**config.mk**
```make
export PLATFORM = sky130hd
export DESIGN_NAME = dbvid_i2c_slave
export DESIGN_NICKNAME = d
export VERILOG_FILES = /design/src/rtl/dbvid_i2c_slave.v /design/src/rtl/dbvid_reg_mem.v
export VERILOG_INCLUDE_DIRS = /design/src /design/src/rtl
export SDC_FILE = /design/constraint.sdc
export NUM_CORES = 1
export LEC_CHECK = 0
export BUFFER_PORTS_ARGS = -buffer_cell sky130_fd_sc_hd__buf_2
export CORE_ASPECT_RATIO = 1.2
export CORE_UTILIZATION = 36
export CTS_CLUSTER_SIZE = 25
export DETAILED_ROUTE_END_ITERATION = 10
export PLACE_DENSITY = 0.53
export SYNTH_ARGS = -nofsm -noshare
export SYNTH_HDL_FRONTEND = slang
export SYNTH_SLANG_ARGS = --single-unit
```
**constraint.sdc**
```tcl
create_clock -name mclk -period 8 [get_ports mclk]
set_clock_uncertainty 0.1 [all_clocks]
set_input_delay 1.2 -clock mclk [delete_from_list [all_inputs] [get_ports mclk]]
set_output_delay 1.2 -clock mclk [all_outputs]
set_load 0.05 [all_outputs]
```
**src/rtl/dbvid_map.vh**
```
// Register map, field positions, reset values and timing counts of the regulator serial slave
// Assumes inclusion by the slave design files and the bench
`ifndef DBVID_MAP_VH
`define DBVID_MAP_VH
// ----------------------------------------
// Register pointers
// ----------------------------------------
`define DBVID_PTR_OUT1_VSEL 8'h00
`define DBVID_PTR_OUT2_VSEL 8'h01
`define DBVID_PTR_OUT1_CMD 8'h02
`define DBVID_PTR_OUT2_CMD 8'h03
`define DBVID_PTR_SYS_COND 8'h04
`define DBVID_NUM_REGS 5
// ----------------------------------------
// Field positions
// ----------------------------------------
`define DBVID_VSEL_GO_BIT 7
`define DBVID_VSEL_CODE_MSB 6
`define DBVID_CMD_SLEW_MSB 6
`define DBVID_CMD_SLEW_LSB 4
`define DBVID_CMD_LL_MSB 2
`define DBVID_CMD_LL_LSB 1
`define DBVID_CMD_OFF_BIT 0
`define DBVID_CMD_WRITE_MASK 8'h77
`define DBVID_STAT_TEMP_BIT 2
`define DBVID_STAT_PG2_BIT 1
`define DBVID_STAT_PG1_BIT 0
// ----------------------------------------
// Reset values
// ----------------------------------------
`define DBVID_RESET_VSEL 8'h00
`define DBVID_RESET_CMD 8'h00
// ----------------------------------------
// Slave addresses
// ----------------------------------------
`define DBVID_ADDR_GROUND 7'h60
`define DBVID_ADDR_ALT_A 7'h61
`define DBVID_ADDR_ALT_B 7'h62
// ----------------------------------------
// Strap states
// ----------------------------------------
`define DBVID_STRAP_LOW 2'h0
`define DBVID_STRAP_OPEN 2'h1
`define DBVID_STRAP_HIGH 2'h2
// ----------------------------------------
// Timing
// ----------------------------------------
`define DBVID_CLK_MHZ 100
`define DBVID_STRAP_SETTLE_NS 1000
`define DBVID_STRAP_SETTLE_CYC ((`DBVID_STRAP_SETTLE_NS * `DBVID_CLK_MHZ) / 1000)
`endif

```
**src/rtl/dbvid_i2c_slave.v**
```verilog
// What this block does
// - Same protocol at 100 and 400 kbps
// - Only 7-bit addresses, no general call
// - Fixed upper address bits, strap sets two
// - Strap grounded answers at 0x60
// - Open/high map to 0x61/0x62, selectable
// - Acknowledge low through ninth clock high
// - Register updates at data LSB falling edge
// - Hardware shutdown of both converters blocks register updates
// - Software shutdown keeps interface fully working
// - Registers kept until supply-fail reset
// - Five 8-bit registers at 0x00 to 0x04
// - Seven-bit voltage code, 10 mV steps
// - Go bit selects register voltage code
// - Light-load mode field, output off bit
// - Slew field: one step per 2^n cycles
// - Status: temperature, two power-good bits
// Serial slave with register bank; bus pins come from outside mclk domain
// Assumes reset is driven by the supply monitor below the retention threshold
`timescale 1ns/10ps
`include "dbvid_map.vh"
module dbvid_i2c_slave (
    // Clock and reset
    input wire mclk,
    input wire reset,
    // Serial bus
    input wire sclIn,
    input wire sdaIn,
    output reg sdaOut,
    output reg sdaOe,
    // Address strap and its mapping choice
    input wire [1:0] addrStrap,
    input wire strapSwap,
    // Hardware enable pins
    input wire converter1_hw_enable_pin,
    input wire converter2_hw_enable_pin,
    // Status inputs
    input wire output1_in_regulation,
    input wire output2_in_regulation,
    input wire dieTempWarn,
    // Converter 1 controls
    output reg output1_go_bit,
    output reg [6:0] out1VoltCode,
    output reg [2:0] out1Slew,
    output reg [1:0] out1LightLoad,
    output reg output1_off,
    // Converter 2 controls
    output reg output2_go_bit,
    output reg [6:0] out2VoltCode,
    output reg [2:0] out2Slew,
    output reg [1:0] out2LightLoad,
    output reg output2_off
);
    localparam ST_IDLE = 3'h0;
    localparam ST_ADDR = 3'h1;
    localparam ST_PTR = 3'h2;
    localparam ST_DATA = 3'h3;
    localparam ST_READ = 3'h4;
    localparam ST_ACK = 3'h5;
    localparam ST_RACK = 3'h6;
    localparam [15:0] SETTLE_CYC = `DBVID_STRAP_SETTLE_CYC;

    // Address selected by a strap code
    function [6:0] strapAddr;
        input [1:0] strap;
        input swap;
        begin
            case (strap)
                `DBVID_STRAP_LOW: strapAddr = `DBVID_ADDR_GROUND;
                `DBVID_STRAP_OPEN: strapAddr = swap ? `DBVID_ADDR_ALT_B : `DBVID_ADDR_ALT_A;
                default: strapAddr = swap ? `DBVID_ADDR_ALT_A : `DBVID_ADDR_ALT_B;
            endcase
        end
    endfunction

    // ----------------------------------------
    // Pin synchronisers
    // ----------------------------------------
    reg [1:0] sclSync_reg;
    reg [1:0] sdaSync_reg;
    reg [1:0] en1Sync_reg;
    reg [1:0] en2Sync_reg;
    reg [1:0] strapS0_reg;
    reg [1:0] strapS1_reg;
    reg swapS0_reg;
    reg swapS1_reg;
    reg sclPrev_reg;
    reg sdaPrev_reg;
    always @(posedge mclk or posedge reset) begin
        if (reset) begin
            sclSync_reg <= 2'h3;
            sdaSync_reg <= 2'h3;
            en1Sync_reg <= 2'h0;
            en2Sync_reg <= 2'h0;
            strapS0_reg <= 2'h0;
            strapS1_reg <= 2'h0;
            swapS0_reg <= 1'b0;
            swapS1_reg <= 1'b0;
            sclPrev_reg <= 1'b1;
            sdaPrev_reg <= 1'b1;
        end else begin
            sclSync_reg <= {sclSync_reg[0], sclIn};
            sdaSync_reg <= {sdaSync_reg[0], sdaIn};
            en1Sync_reg <= {en1Sync_reg[0], converter1_hw_enable_pin};
            en2Sync_reg <= {en2Sync_reg[0], converter2_hw_enable_pin};
            strapS0_reg <= addrStrap;
            strapS1_reg <= strapS0_reg;
            swapS0_reg <= strapSwap;
            swapS1_reg <= swapS0_reg;
            sclPrev_reg <= sclSync_reg[1];
            sdaPrev_reg <= sdaSync_reg[1];
        end
    end
    wire scl = sclSync_reg[1];
    wire sda = sdaSync_reg[1];
    wire sclRise = scl & ~sclPrev_reg;
    wire sclFall = ~scl & sclPrev_reg;
    wire startCond = scl & sclPrev_reg & sdaPrev_reg & ~sda;
    wire stopCond = scl & sclPrev_reg & ~sdaPrev_reg & sda;
    wire hwShutdown = ~en1Sync_reg[1] & ~en2Sync_reg[1];

    // ----------------------------------------
    // Strap capture after reset release
    // ----------------------------------------
    reg [15:0] settle_reg;
    reg [6:0] myAddr_reg;
    always @(posedge mclk or posedge reset) begin
        if (reset) begin
            settle_reg <= 16'h0000;
            myAddr_reg <= `DBVID_ADDR_GROUND;
        end else if (settle_reg != SETTLE_CYC) begin
            settle_reg <= settle_reg + 16'h0001;
            myAddr_reg <= strapAddr(strapS1_reg, swapS1_reg);
        end
    end

    // ----------------------------------------
    // Serial state machine
    // ----------------------------------------
    reg [2:0] state_reg;
    reg [2:0] retState_reg;
    reg [3:0] bitCnt_reg;
    reg [7:0] shift_reg;
    reg [7:0] ptr_reg;
    reg ackDrive_reg;
    reg masterNak_reg;
    reg memWr_reg;
    reg [7:0] status_reg;
    wire [7:0] memRd;
    wire [7:0] w0;
    wire [7:0] w1;
    wire [7:0] w2;
    wire [7:0] w3;
    wire byteDone = sclFall & (bitCnt_reg == 4'h7);
    wire [7:0] rxByte = {shift_reg[6:0], sda};
    reg [7:0] rxLatch_reg;
    wire ptrValid = (ptr_reg < `DBVID_NUM_REGS);
    wire [7:0] rdByte = (ptr_reg == `DBVID_PTR_SYS_COND) ? status_reg : (ptrValid ? memRd : 8'h00);

    always @(posedge mclk or posedge reset) begin
        if (reset) begin
            state_reg <= ST_IDLE;
            retState_reg <= ST_IDLE;
            bitCnt_reg <= 4'h0;
            shift_reg <= 8'h00;
            rxLatch_reg <= 8'h00;
            ptr_reg <= 8'h00;
            ackDrive_reg <= 1'b0;
            masterNak_reg <= 1'b0;
            memWr_reg <= 1'b0;
            sdaOut <= 1'b1;
            sdaOe <= 1'b0;
        end else begin
            memWr_reg <= 1'b0;
            if (sclRise && state_reg != ST_READ)
                shift_reg <= rxByte;
            if (startCond) begin
                state_reg <= ST_ADDR;
                // Clock fall that ends the start is not a data bit
                bitCnt_reg <= 4'hF;
                sdaOe <= 1'b0;
            end else if (stopCond) begin
                state_reg <= ST_IDLE;
                sdaOe <= 1'b0;
            end else begin
                case (state_reg)
                    ST_ADDR, ST_PTR, ST_DATA: begin
                        if (sclRise && bitCnt_reg == 4'h7)
                            rxLatch_reg <= rxByte;
                        if (sclFall)
                            bitCnt_reg <= bitCnt_reg + 4'h1;
                        if (byteDone) begin
                            bitCnt_reg <= 4'h0;
                            if (state_reg == ST_ADDR) begin
                                if (rxLatch_reg[7:1] == myAddr_reg) begin
                                    sdaOe <= 1'b1;
                                    sdaOut <= 1'b0;
                                    state_reg <= ST_ACK;
                                    retState_reg <= rxLatch_reg[0] ? ST_READ : ST_PTR;
                                end else begin
                                    state_reg <= ST_IDLE;
                                end
                            end else if (state_reg == ST_PTR) begin
                                ptr_reg <= rxLatch_reg;
                                sdaOe <= 1'b1;
                                sdaOut <= 1'b0;
                                state_reg <= ST_ACK;
                                retState_reg <= ST_DATA;
                            end else begin
                                if (!hwShutdown && ptrValid && ptr_reg != `DBVID_PTR_SYS_COND)
                                    memWr_reg <= 1'b1;
                                ptr_reg <= ptr_reg + 8'h01;
                                sdaOe <= 1'b1;
                                sdaOut <= 1'b0;
                                state_reg <= ST_ACK;
                                retState_reg <= ST_DATA;
                            end
                        end
                    end
                    ST_ACK: begin
                        if (sclFall) begin
                            state_reg <= retState_reg;
                            bitCnt_reg <= 4'h0;
                            if (retState_reg == ST_READ) begin
                                shift_reg <= rdByte;
                                sdaOe <= ~rdByte[7];
                                sdaOut <= 1'b0;
                            end else begin
                                sdaOe <= 1'b0;
                            end
                        end
                    end
                    ST_READ: begin
                        if (sclFall) begin
                            if (bitCnt_reg == 4'h7) begin
                                sdaOe <= 1'b0;
                                state_reg <= ST_RACK;
                                ptr_reg <= ptr_reg + 8'h01;
                            end else begin
                                bitCnt_reg <= bitCnt_reg + 4'h1;
                                sdaOe <= ~shift_reg[6 - bitCnt_reg[2:0]];
                                sdaOut <= 1'b0;
                            end
                        end
                    end
                    ST_RACK: begin
                        if (sclRise)
                            masterNak_reg <= sda;
                        if (sclFall) begin
                            bitCnt_reg <= 4'h0;
                            if (masterNak_reg) begin
                                state_reg <= ST_IDLE;
                            end else begin
                                state_reg <= ST_READ;
                                shift_reg <= rdByte;
                                sdaOe <= ~rdByte[7];
                                sdaOut <= 1'b0;
                            end
                        end
                    end
                    default: state_reg <= ST_IDLE;
                endcase
            end
        end
    end

    // ----------------------------------------
    // Register bank and status
    // ----------------------------------------
    reg [7:0] memWrData_reg;
    reg [1:0] memWrAddr_reg;
    always @(posedge mclk or posedge reset) begin
        if (reset) begin
            memWrData_reg <= 8'h00;
            memWrAddr_reg <= 2'h0;
            status_reg <= 8'h00;
        end else begin
            if (byteDone && state_reg == ST_DATA) begin
                memWrData_reg <= rxLatch_reg;
                memWrAddr_reg <= ptr_reg[1:0];
            end
            status_reg <= {5'h00, dieTempWarn, output2_in_regulation, output1_in_regulation};
        end
    end

    dbvid_reg_mem uMem (
        .mclk(mclk),
        .reset(reset),
        .wrEn(memWr_reg),
        .wrAddr(memWrAddr_reg),
        .wrData(memWrData_reg),
        .rdAddr(ptr_reg[1:0]),
        .rdData(memRd),
        .word0(w0),
        .word1(w1),
        .word2(w2),
        .word3(w3)
    );

    // ----------------------------------------
    // Converter control outputs
    // ----------------------------------------
    always @(posedge mclk or posedge reset) begin
        if (reset) begin
            output1_go_bit <= 1'b0;
            out1VoltCode <= 7'h00;
            out1Slew <= 3'h0;
            out1LightLoad <= 2'h0;
            output1_off <= 1'b0;
            output2_go_bit <= 1'b0;
            out2VoltCode <= 7'h00;
            out2Slew <= 3'h0;
            out2LightLoad <= 2'h0;
            output2_off <= 1'b0;
        end else begin
            output1_go_bit <= w0[`DBVID_VSEL_GO_BIT];
            out1VoltCode <= w0[`DBVID_VSEL_CODE_MSB:0];
            output2_go_bit <= w1[`DBVID_VSEL_GO_BIT];
            out2VoltCode <= w1[`DBVID_VSEL_CODE_MSB:0];
            out1Slew <= w2[`DBVID_CMD_SLEW_MSB:`DBVID_CMD_SLEW_LSB];
            out1LightLoad <= w2[`DBVID_CMD_LL_MSB:`DBVID_CMD_LL_LSB];
            output1_off <= w2[`DBVID_CMD_OFF_BIT];
            out2Slew <= w3[`DBVID_CMD_SLEW_MSB:`DBVID_CMD_SLEW_LSB];
            out2LightLoad <= w3[`DBVID_CMD_LL_MSB:`DBVID_CMD_LL_LSB];
            output2_off <= w3[`DBVID_CMD_OFF_BIT];
        end
    end
endmodule

```
**src/rtl/dbvid_reg_mem.v**
```verilog
// Four-word register memory for the two voltage-select and two command registers
// Assumes one write port and one registered read port on the system clock
`timescale 1ns/10ps
`include "dbvid_map.vh"
module dbvid_reg_mem (
    // Clock and reset
    input wire mclk,
    input wire reset,
    // Write port
    input wire wrEn,
    input wire [1:0] wrAddr,
    input wire [7:0] wrData,
    // Read port
    input wire [1:0] rdAddr,
    output reg [7:0] rdData,
    // Whole-word views for the converters
    output wire [7:0] word0,
    output wire [7:0] word1,
    output wire [7:0] word2,
    output wire [7:0] word3
);
    reg [7:0] mem0;
    reg [7:0] mem1;
    reg [7:0] mem2;
    reg [7:0] mem3;
    assign word0 = mem0;
    assign word1 = mem1;
    assign word2 = mem2;
    assign word3 = mem3;
    // ----------------------------------------
    // Storage, kept until reset from supply monitor
    // ----------------------------------------
    always @(posedge mclk or posedge reset) begin
        if (reset) begin
            mem0 <= `DBVID_RESET_VSEL;
            mem1 <= `DBVID_RESET_VSEL;
            mem2 <= `DBVID_RESET_CMD;
            mem3 <= `DBVID_RESET_CMD;
            rdData <= 8'h00;
        end else begin
            if (wrEn) begin
                case (wrAddr)
                    2'h0: mem0 <= wrData;
                    2'h1: mem1 <= wrData;
                    2'h2: mem2 <= wrData & `DBVID_CMD_WRITE_MASK;
                    default: mem3 <= wrData & `DBVID_CMD_WRITE_MASK;
                endcase
            end
            case (rdAddr)
                2'h0: rdData <= mem0;
                2'h1: rdData <= mem1;
                2'h2: rdData <= mem2;
                default: rdData <= mem3;
            endcase
        end
    end
endmodule

```
Yosys cells after proc, flatten, opt, wreduce, memory -nomap -nowiden
Cells that the tools add are included.
W data, S select, Z words.
{ "totals": {"reg_bits": 154, "in_bits": 12, "out_inout_bits": 30, "wordCells": 208} }
{ "classes": {"addsub": 4, "magnitude_cmp": 2, "eq_ne": 41, "n_mux": 73, "n_bitwise": 20, "n_reduce_logical": 28} }
{ "ops": {"columns": ["cell", "n"], "rows": [
  ["$mux W8", 14],
  ["$mux W3", 13],
  ["$lt A32 B4 Y1 const B", 1],
  ["$pmux W8 S2", 2],
  ["$mux W1", 28],
  ["$mux W4", 7],
  ["$ne A4 B4 Y1 const B", 7],
  ["$pmux W8 S3", 1],
  ["$ne A2 B2 Y1 const B", 10],
  ["$add A16 B1 Y16 const B", 1],
  ["$ne A16 B7 Y1 const B", 1],
  ["$reduce_and A7 Y1", 2],
  ["$eq A3 B3 Y1 const B", 4],
  ["$ne A3 B3 Y1 const B", 4],
  ["$pmux W3 S4", 1],
  ["$pmux W4 S3", 1],
  ["$not A1 Y1", 11],
  ["$reduce_and A11 Y1", 1],
  ["$reduce_and A5 Y1", 2],
  ["$and A1 B1 Y1", 9],
  ["$add A8 B1 Y8 const B", 1],
  ["$eq A8 B3 Y1 const B", 1],
  ["$lt A8 B3 Y1 const B", 1],
  ["$ne A8 B3 Y1 const B", 1],
  ["26 further kinds", 44]
]} }

Longest topological paths before layout
Gate-level depths: netlist of run 1.
{ "logic_depth": {"ltp_word": 12, "ltp_mapped": 8, "ltp_nobuf": 7} }

Hierarchy
From an unflattened synthesis of run 1, not the netlist that was laid out.
{ "hier_totals": {"cells_unflattened": 477, "hier_area_um2": 6183.4} }
{ "by_module_without_submodules": {"columns": ["mod", "instances", "cells_per_inst", "area_each_um2", "seq_area_each_um2"], "rows": [
  ["dbvid_i2c_slave", 1, 391, 4714.5, 2836.5],
  ["dbvid_reg_mem", 1, 86, 1468.9, 900.9]
]} }

Worst setup path before layout of run 1
No wires, ideal clock.
{ "synth_timing": {"path_kind": "register -> register", "from": "register ptr_reg[0]", "to": "register sdaOe", "arrival_time_ns": 1.938, "required_ns": 7.774, "path_slack_ns": 5.836, "stages_incl_launch_ff": 9, "path_buffers": 1, "period_less_slack_ns": 2.164, "cell_sequence": "dfrtp_1 inv_1 ha_1 clkbuf_1 nand2b_1 a211oi_4 a41oi_2 nor4b_2 nor3_1"} }
{ "synth_between": {"elab_chain_cells": 9} }
{ "synth_rtl": {"columns": ["element", "line_no", "source"], "rows": [
  ["start, declared", "dbvid_i2c_slave.v:144", "reg [7:0] ptr_reg;"],
  ["start signal, assigned", "dbvid_i2c_slave.v:204", "ptr_reg <= rxLatch_reg;"],
  ["start signal, assigned", "dbvid_i2c_slave.v:212", "ptr_reg <= ptr_reg + 8'h01;"],
  ["start signal, assigned", "dbvid_i2c_slave.v:238", "ptr_reg <= ptr_reg + 8'h01;"],
  ["$lt A8 B3 Y1 (no line)", null, null],
  ["$mux W8", "dbvid_i2c_slave.v:158", "wire [7:0] rdByte = (ptr_reg == `DBVID_PTR_SYS_COND) ? status_reg : (ptrValid ? memRd : 8'h00);"],
  ["$mux W8 *", "dbvid_i2c_slave.v:158", null],
  ["$not A1 Y1 *", "dbvid_i2c_slave.v:226, dbvid_i2c_slave.v:256", null],
  ["$mux W1, on equally long branches", "dbvid_i2c_slave.v:251, dbvid_i2c_slave.v:224", null],
  ["$mux W1, on equally long branches", "dbvid_i2c_slave.v:249, dbvid_i2c_slave.v:221", null],
  ["$pmux W1 S4 *", "dbvid_i2c_slave.v:186", "case (state_reg)"],
  ["$mux W1 *", "dbvid_i2c_slave.v:182", "end else if (stopCond) begin"],
  ["$mux W1 *", "dbvid_i2c_slave.v:177", "if (startCond) begin"],
  ["end signal, assigned", "dbvid_i2c_slave.v:226", "sdaOe <= ~rdByte[7];"],
  ["end signal, assigned", "dbvid_i2c_slave.v:241", "sdaOe <= ~shift_reg[6 - bitCnt_reg[2:0]];"],
  ["end signal, assigned", "dbvid_i2c_slave.v:256", "sdaOe <= ~rdByte[7];"],
  ["end, declared", "dbvid_i2c_slave.v:30", "output reg sdaOe,"]
]} }
Mark *: on every way between the ends. The rest lies on a longest branch, timed or not. The select of a mux whose other input is x is not followed.
A chain may end at the register's enable or synchronous reset.

Worst setup path in the final report of run 1
{ "layout_timing": {"from": "register rxLatch_reg[3]", "to": "register retState_reg[1]"} }
{ "layout_between": {"elab_chain_cells": 3} }
{ "layout_rtl": {"columns": ["element", "line_no", "source"], "rows": [
  ["start, declared", "dbvid_i2c_slave.v:156", "reg [7:0] rxLatch_reg;"],
  ["start signal, assigned", "dbvid_i2c_slave.v:189", "rxLatch_reg <= rxByte;"],
  ["$eq A7 B7 Y1", "dbvid_i2c_slave.v:195", "if (rxLatch_reg[7:1] == myAddr_reg) begin"],
  ["$ne A2 B1 Y1 (no line)", null, null],
  ["$reduce_and A5 Y1 (no line)", null, null],
  ["end signal, assigned", "dbvid_i2c_slave.v:199", "retState_reg <= rxLatch_reg[0] ? ST_READ : ST_PTR;"],
  ["end, declared", "dbvid_i2c_slave.v:141", "reg [2:0] retState_reg;"]
]} }
No other way between the ends.

==> summary.txt, run 1 <==
CTS Buf Count: 17
Post-Synthesis Net Count: 504
WHS: 247 ps
Slowest-stage cell, CP: nor4_1
initial antenna violation count: 0
setup bufs post-CTS: 0
WL/cell: 17.1 um
endpoints failing hold: 0
Slew HR: 29.6%
peak supply drop: 0.000135 V
max reg flops: 16
final wirelength: 13000 um
RR Startpoint: rxLatch_reg[3]
area occupied by registers: 0.00374 mm2
drt pass-1 iters: 4
hold-fix buffers at CTS: 0
depth of the CTS H-tree: 4
Largest delay share family, worst path: simple AND/OR/NAND/NOR gates
Multi-input gate area: 0.00228 mm2
reg2reg setup slack: 5430 ps
Crit Path Class: reg2reg
post-cts resize count: 0
ys flop type: dfrtp_1
status: finished, final reports clean
worst-path fanout max: 4
share of layout cells above drive strength 1: 22.7%
#FFs+latches synth: 149
Die Y: 145 um
total number of vias: 3916
CTS sink cnt: 149
ys async rst share: 100%
RePlAce Congestion: 0.785
register area share after synthesis: 60.8%
Placed Area: 0.00658 mm2
# nets final: 550
Final Cycle Share: 32.1%
fin util: 42.6%
DP Cell Count: 727
I/O Pins: 42
Die Wd: 121 um
Hold Path Cell Cnt: 0
core footprint: 0.0168 mm2
Max Slew Vio Count: 0
Rows: 52
Max Freq: 389 MHz
Design Area, Final: 0.00714 mm2
detailed-route DRC error count: 0
Post-synth EDFFs: 0
critical path, cell by cell: or3_1 > nor4_1 > a21oi_1 > and2b_1 > mux2_1
die area: 0.0176 mm2
Fin Setup TNS: 0 ps
min-delay src: en2Sync_reg[0]
global-route wire length before repair: 21500 um
Startpoint Class: flip-flop
filler cell count: 1546
Least-Margin Pin Slew: 1060 ps
Area Growth Syn to Fin: 16.2%
Syn Inst Count: 484
Final Critical Period: 2570 ps
Buf/Inv on CP: 0
crit-path max cell delay: 690 ps
max_cap viols: 0
pwr dens: 235 mW/mm2
Worst Hold Class: reg2reg
Final setup viols: 0
worst skew pair latency: 420 ps
TritonCTS clock tree: done
Antenna Cells: 0
Critical Path End Type: flip-flop
Cell Area, Synth: 0.00615 mm2
initial core utilization: 36.6%
vias in the first global route: 4101
Distinct cells, synth: 59
RSZ-0062 raised after global routing: no
fin cells: 759
WP data required: 8200 ps
vias per inst: 5.16
WHS Endpoint: en2Sync_reg[1]
total track usage: 16.0%
dpl hpwl: 8730 um
largest net degree at the start of global routing: 85
Leak Pwr: 3.35 nW
DRT iter0 DRCs: 195
Reg2Reg Depth: 5
Clock Tree Root: clkbuf_16
Routed Antenna Nets: 0
crit path DAT: 2770 ps
CTS max path bufs: 2
Clk pin slew, worst setup/hold paths: 60 ps
grt total ovfl: 0
port buffer count: 41
syn_area_per_cell: 12.7 um2
Synth Warn #: 0
worst r2r dst: retState_reg[1]
-- stage by stage --
step	worst slack [ps]	power, mW
floorplan	2700	0.898
global placement	5060	0.929
detailed placement	5010	0.933
CTS	5430	1.70
global route	5240	1.75
finish	5430	1.68
-- Yosys cell counts, drive strengths merged, types with 4 or more instances --
| cell type | number | area (um2) |
|---|---|---|
| o21ai | 17 | 85.1 |
| nor2b | 4 | 25.0 |
| nand2 | 32 | 120 |
| a211oi | 4 | 42.5 |
| nor3 | 8 | 40.0 |
| buf | 4 | 18.8 |
| ha | 8 | 100 |
| mux2i | 17 | 170 |
| nor4b | 5 | 56.3 |
| inv | 19 | 71.3 |
| a21oi | 16 | 80.1 |
| a222oi | 6 | 60.1 |
| nand4 | 6 | 37.5 |
| xor2 | 6 | 52.6 |
| dfstp | 7 | 184 |
| dfrtp | 142 | 3550 |
| and2 | 4 | 25.0 |
| clkbuf | 11 | 41.3 |
| a31oi | 4 | 25.0 |
| mux2 | 51 | 574 |
| nand2b | 8 | 50.1 |
| xnor2 | 12 | 105 |
| o22ai | 5 | 31.3 |
| nor2 | 18 | 70.1 |
| and3 | 6 | 37.5 |
| nor3b | 4 | 35.0 |
| nand3 | 19 | 95.1 |
-- worst reg2reg max path, delay by kind of cell, from the launching register on --
family,cells,cell delay [ps]
compound gates,1,150
flops,1,430
simple gates,3,1430
mux,1,340
-- where the power goes --
| part | internal, mW | switching (mW) | total, mW | leakage [nW] |
|---|---|---|---|---|
| combinational | 0.0444 | 0.0553 | 0.0997 | 1.10 |
| clock | 0.440 | 0.322 | 0.762 | 0.264 |
| sequential | 0.786 | 0.0334 | 0.819 | 1.98 |
| total | 1.27 | 0.411 | 1.68 | 3.35 |
-- layer usage --
metal  GRT usage, %  up-vias  share of wire (%)
met2           25.9       80                 50
met4           7.04        0                2.1
met5              0        -                  0
li1               -     1832                  -
met1           20.1     1984                 45
met3           3.85       20                3.0
-- kinds of logic (layout without fill, tap and decap cells) --
logic type      after synthesis  in the layout  synth area share [%]
flops                       149            149                  60.8
simple gates                128            128                  11.2
compound gates               76             76                  8.67
mux                          70             70                  12.8
buf+inv                      34             93                  2.14
xor+xnor                     18             18                  2.56
fa+ha+maj                     9              9                  1.79
-- worst max path at each step --
stage / from / to / slack (ps) / cells after the start
final: rxLatch_reg[3] / retState_reg[1] / 5430 / 5
after global routing: reset / uMem.rdData[1] / 5240 / 3
after CTS: ptr_reg[1] / sdaOe / 5430 / 7
after detailed placement: reset / out1VoltCode[5] / 5010 / 3
after global placement: reset / out1VoltCode[5] / 5060 / 3
after floorplan: reset / bitCnt_reg[0] / 2700 / 1
-- area by class of cell --
type,count,share of cell area [%]
clock buffers,19,6.20
clock inverters,13,1.73
inverters,19,1.07
multi-input cells,301,31.9
flip-flops and latches,149,52.3
well taps,216,3.78
repair buffers,42,2.98
-- layout by cell type, fill, tap and decap left out, types with 16 or more instances in the layout --
| cell type | Yosys | final |
|---|---|---|
| nand3_1 | 19 | 19 |
| mux2_2 | 32 | 32 |
| dfrtp_1 | 142 | 142 |
| nand2_1 | 32 | 32 |
| inv_1 | 19 | 18 |
| nor2_1 | 17 | 17 |
| clkbuf_16 | 0 | 17 |
| mux2i_1 | 17 | 17 |
| a21oi_1 | 16 | 16 |
| mux2_1 | 19 | 19 |
| buf_2 | 3 | 41 |
Power figures use the tool's default switching activity.
==> run 2, diff against run 1 <==
--- a/config.mk
+++ b/config.mk
@@ -6,6 +6,7 @@
 export SDC_FILE = /design/constraint.sdc
 export NUM_CORES = 1
 export LEC_CHECK = 0
+export ABC_AREA = 1
 export BUFFER_PORTS_ARGS = -buffer_cell sky130_fd_sc_hd__buf_2
 export CORE_ASPECT_RATIO = 1.2
 export CORE_UTILIZATION = 36
==> constraint.sdc (replaced) <==
create_clock -name mclk -period 2.7 [get_ports mclk]
set_clock_uncertainty 0.1 [all_clocks]
set_input_delay 0.405 -clock mclk [delete_from_list [all_inputs] [get_ports mclk]]
set_output_delay 0.405 -clock mclk [all_outputs]
set_load 0.05 [all_outputs]
==> summary.txt, run 2 <==
hold-fix buffers at CTS: 10
Synth Warn #: 0
Post-Synthesis Net Count: 693
I/O Pins: 42
depth of the CTS H-tree: 4
register share of total power: 41.8%
area share of the leading cell type in the synthesized netlist: 55.3%
final wirelength: 13500 um
Syn Inst Count: 673
Cell Area, Synth: 0.00642 mm2
Largest delay share family, worst path: simple AND/OR/NAND/NOR gates
Die Y: 148 um
most frequent cells in the layout: nand2_1 (171), dfrtp_1 (142), inv_1 (63)
WP data required: 2920 ps
ys async rst share: 100%
total number of vias: 4583
CTS sink cnt: 149
Max Slew Vio Count: 0
Final Cycle Share: 81.3%
drt pass-1 iters: 5
initial antenna violation count: 0
filler cell count: 1716
Buf/Inv on CP: 1
Antenna Cells: 0
Crit. path cell count: 7
endpoints failing hold: 0
worst r2r dst: memWrData_reg[6]
Clock Tree Root: clkbuf_16
dpl hpwl: 9760 um
Rows: 53
Switching Fraction: 33.9%
crit path DAT: 2410 ps
Crit Path Class: reg2reg
Post-Synth XOR/XNOR Area: 1.91%
die area: 0.0184 mm2
Power Internal: 4.34 mW
vias per inst: 4.75
DRT iter0 DRCs: 281
pwr dens: 873 mW/mm2
port buffer count: 41
Clock power frac: 34.0%
RR Startpoint: bitCnt_reg[0]
RSZ-0062 raised after global routing: no
detailed-route DRC error count: 0
core footprint: 0.0175 mm2
critical path, cell by cell: ha_1 > nand2_2 > nor2_8 > nand2_4 > clkinv_1 > nand3_1 > o21ai_0
commonest non-fill, non-tap cell in the layout: nand2_1
Post-synth EDFFs: 0
Startpoint Class: flip-flop
P_sw: 2.23 mW
reg2reg setup slack: 510 ps
worst skew pair latency: 420 ps
Least-Margin Pin Slew: 698 ps
Slowest-stage cell, CP: nand3_1
max_cap viols: 0
Synth Area in Adders: 1.56%
Routed Antenna Nets: 0
dominant cell type by area after synthesis: dfrtp_1
Final setup viols: 0
ys flop type: dfrtp_1
Worst Hold Class: in2async
#FFs+latches synth: 149
peak supply drop: 0.000477 V
post-synthesis compound-gate area fraction: 11.3%
# nets final: 752
CTS Buf Count: 17
vias in the first global route: 4751
WL/cell: 14.0 um
Die Wd: 124 um
Synth Area in Simple Gates: 21.2%
Clk pin slew, worst setup/hold paths: 60 ps
RePlAce Congestion: 0.814
Comb pwr share: 24.3%
Leak Pwr: 3.68 nW
worst-path fanout max: 20
syn_area_per_cell: 9.54 um2
count leader, synth: nand2_1
proportion of synthesized area in mux cells: 0%
Max Freq: 456 MHz
share of layout cells above drive strength 1: 18.9%
total track usage: 16.5%
max reg flops: 16
register area share after synthesis: 58.2%
Fin Setup TNS: 0 ps
grt total ovfl: 0
TritonCTS clock tree: done
Slew HR: 53.3%
post-cts resize count: 0
Area Growth Syn to Fin: 17.1%
Distinct cells, synth: 42
Final Critical Period: 2190 ps
main combinational cell family by area after synthesis: simple AND/OR/NAND/NOR gates
setup bufs post-CTS: 0
Tot Pwr: 6.57 mW
Reg2Reg Depth: 7
global-route wire length before repair: 23200 um
largest net degree at the start of global routing: 79
CTS max path bufs: 2
Critical Path End Type: flip-flop
area occupied by registers: 0.00374 mm2
status: finished, final reports clean
crit-path max cell delay: 490 ps
Synth area leaders: dfrtp_1 (55%), nand2_1 (10%), o21ai_0 (4.3%), inv_1 (3.7%), nand3_1 (3.1%)
Multi-input gate area: 0.00231 mm2
synth cell count leaders: nand2_1 (171), dfrtp_1 (142), inv_1 (64)
initial core utilization: 36.7%
-- run 2: worst max path at each step --
stage | start | end | slack, ps
detailed placement | bitCnt_reg[0] | memWrData_reg[6] | 510
global placement | bitCnt_reg[0] | memWrData_reg[1] | 560
floorplan | reset | bitCnt_reg[0] | 330
finish | bitCnt_reg[0] | memWrData_reg[6] | 510
global route | bitCnt_reg[0] | memWrData_reg[6] | 190
CTS | bitCnt_reg[0] | memWrData_reg[6] | 480
-- run 2: cell type report --
type / count / share of cell area, %
multi-input combinational: 437 / 30.7
sequential: 149 / 49.7
clock inverter: 10 / 1.31
timing repair buffer: 54 / 4.69
tap: 220 / 3.66
clock buffer: 22 / 6.17
inverter: 73 / 3.74
-- run 2: kinds of logic (layout without fill, tap and decap cells) --
group,Yosys count,count (layout)
and+or+nand+nor,299,299
DFF,149,149
AOI/OAI and AO/OA,116,116
buffers and inverters,87,159
xor gates and xnor gates,14,14
adders and majority gates,8,8
-- run 2: worst reg2reg max path: stages (launching register included) --
cell and delay, ps:
dfrtp_1 460, ha_1 250, nand2_2 110, nor2_8 130, nand2_4 80, clkinv_1 90
nand3_1 490, o21ai_0 380
-- run 2: metrics by stage --
step | cells | setup slack [ps] | instance area (um2) | util [%] | hold WS [ps]
after floorplan | 673 | 326 | 6420 | - | 231
after global placement | 923 | 562 | 6860 | 39.2 | 234
after detailed placement | 923 | 514 | 6860 | 39.2 | 235
after CTS | 965 | 485 | 7520 | 43.0 | 26.4
after global routing | 965 | 194 | 7520 | 43.0 | 49.4
final | 965 | 506 | 7520 | 43.0 | 6.61
-- run 2: routing by layer --
metal / global-route usage [%] / up-vias / wire length [um]
li1: - / 2304 / -
met1: 20.0 / 2163 / 5950
met2: 26.8 / 87 / 6820
met3: 3.57 / 29 / 358
met4: 9.70 / 0 / 384
met5: 0 / - / 0
-- run 2: power by group through the flow --
| stage | Clock (mW) | Sequential [mW] | Combinational, mW |
|---|---|---|---|
| floorplan | 0 | 2.73 | 1.24 |
| global placement | 0 | 2.77 | 1.58 |
| detailed placement | 0 | 2.78 | 1.60 |
| CTS | 2.29 | 2.74 | 1.62 |
| global route | 2.38 | 2.78 | 1.82 |
| finish | 2.23 | 2.74 | 1.59 |
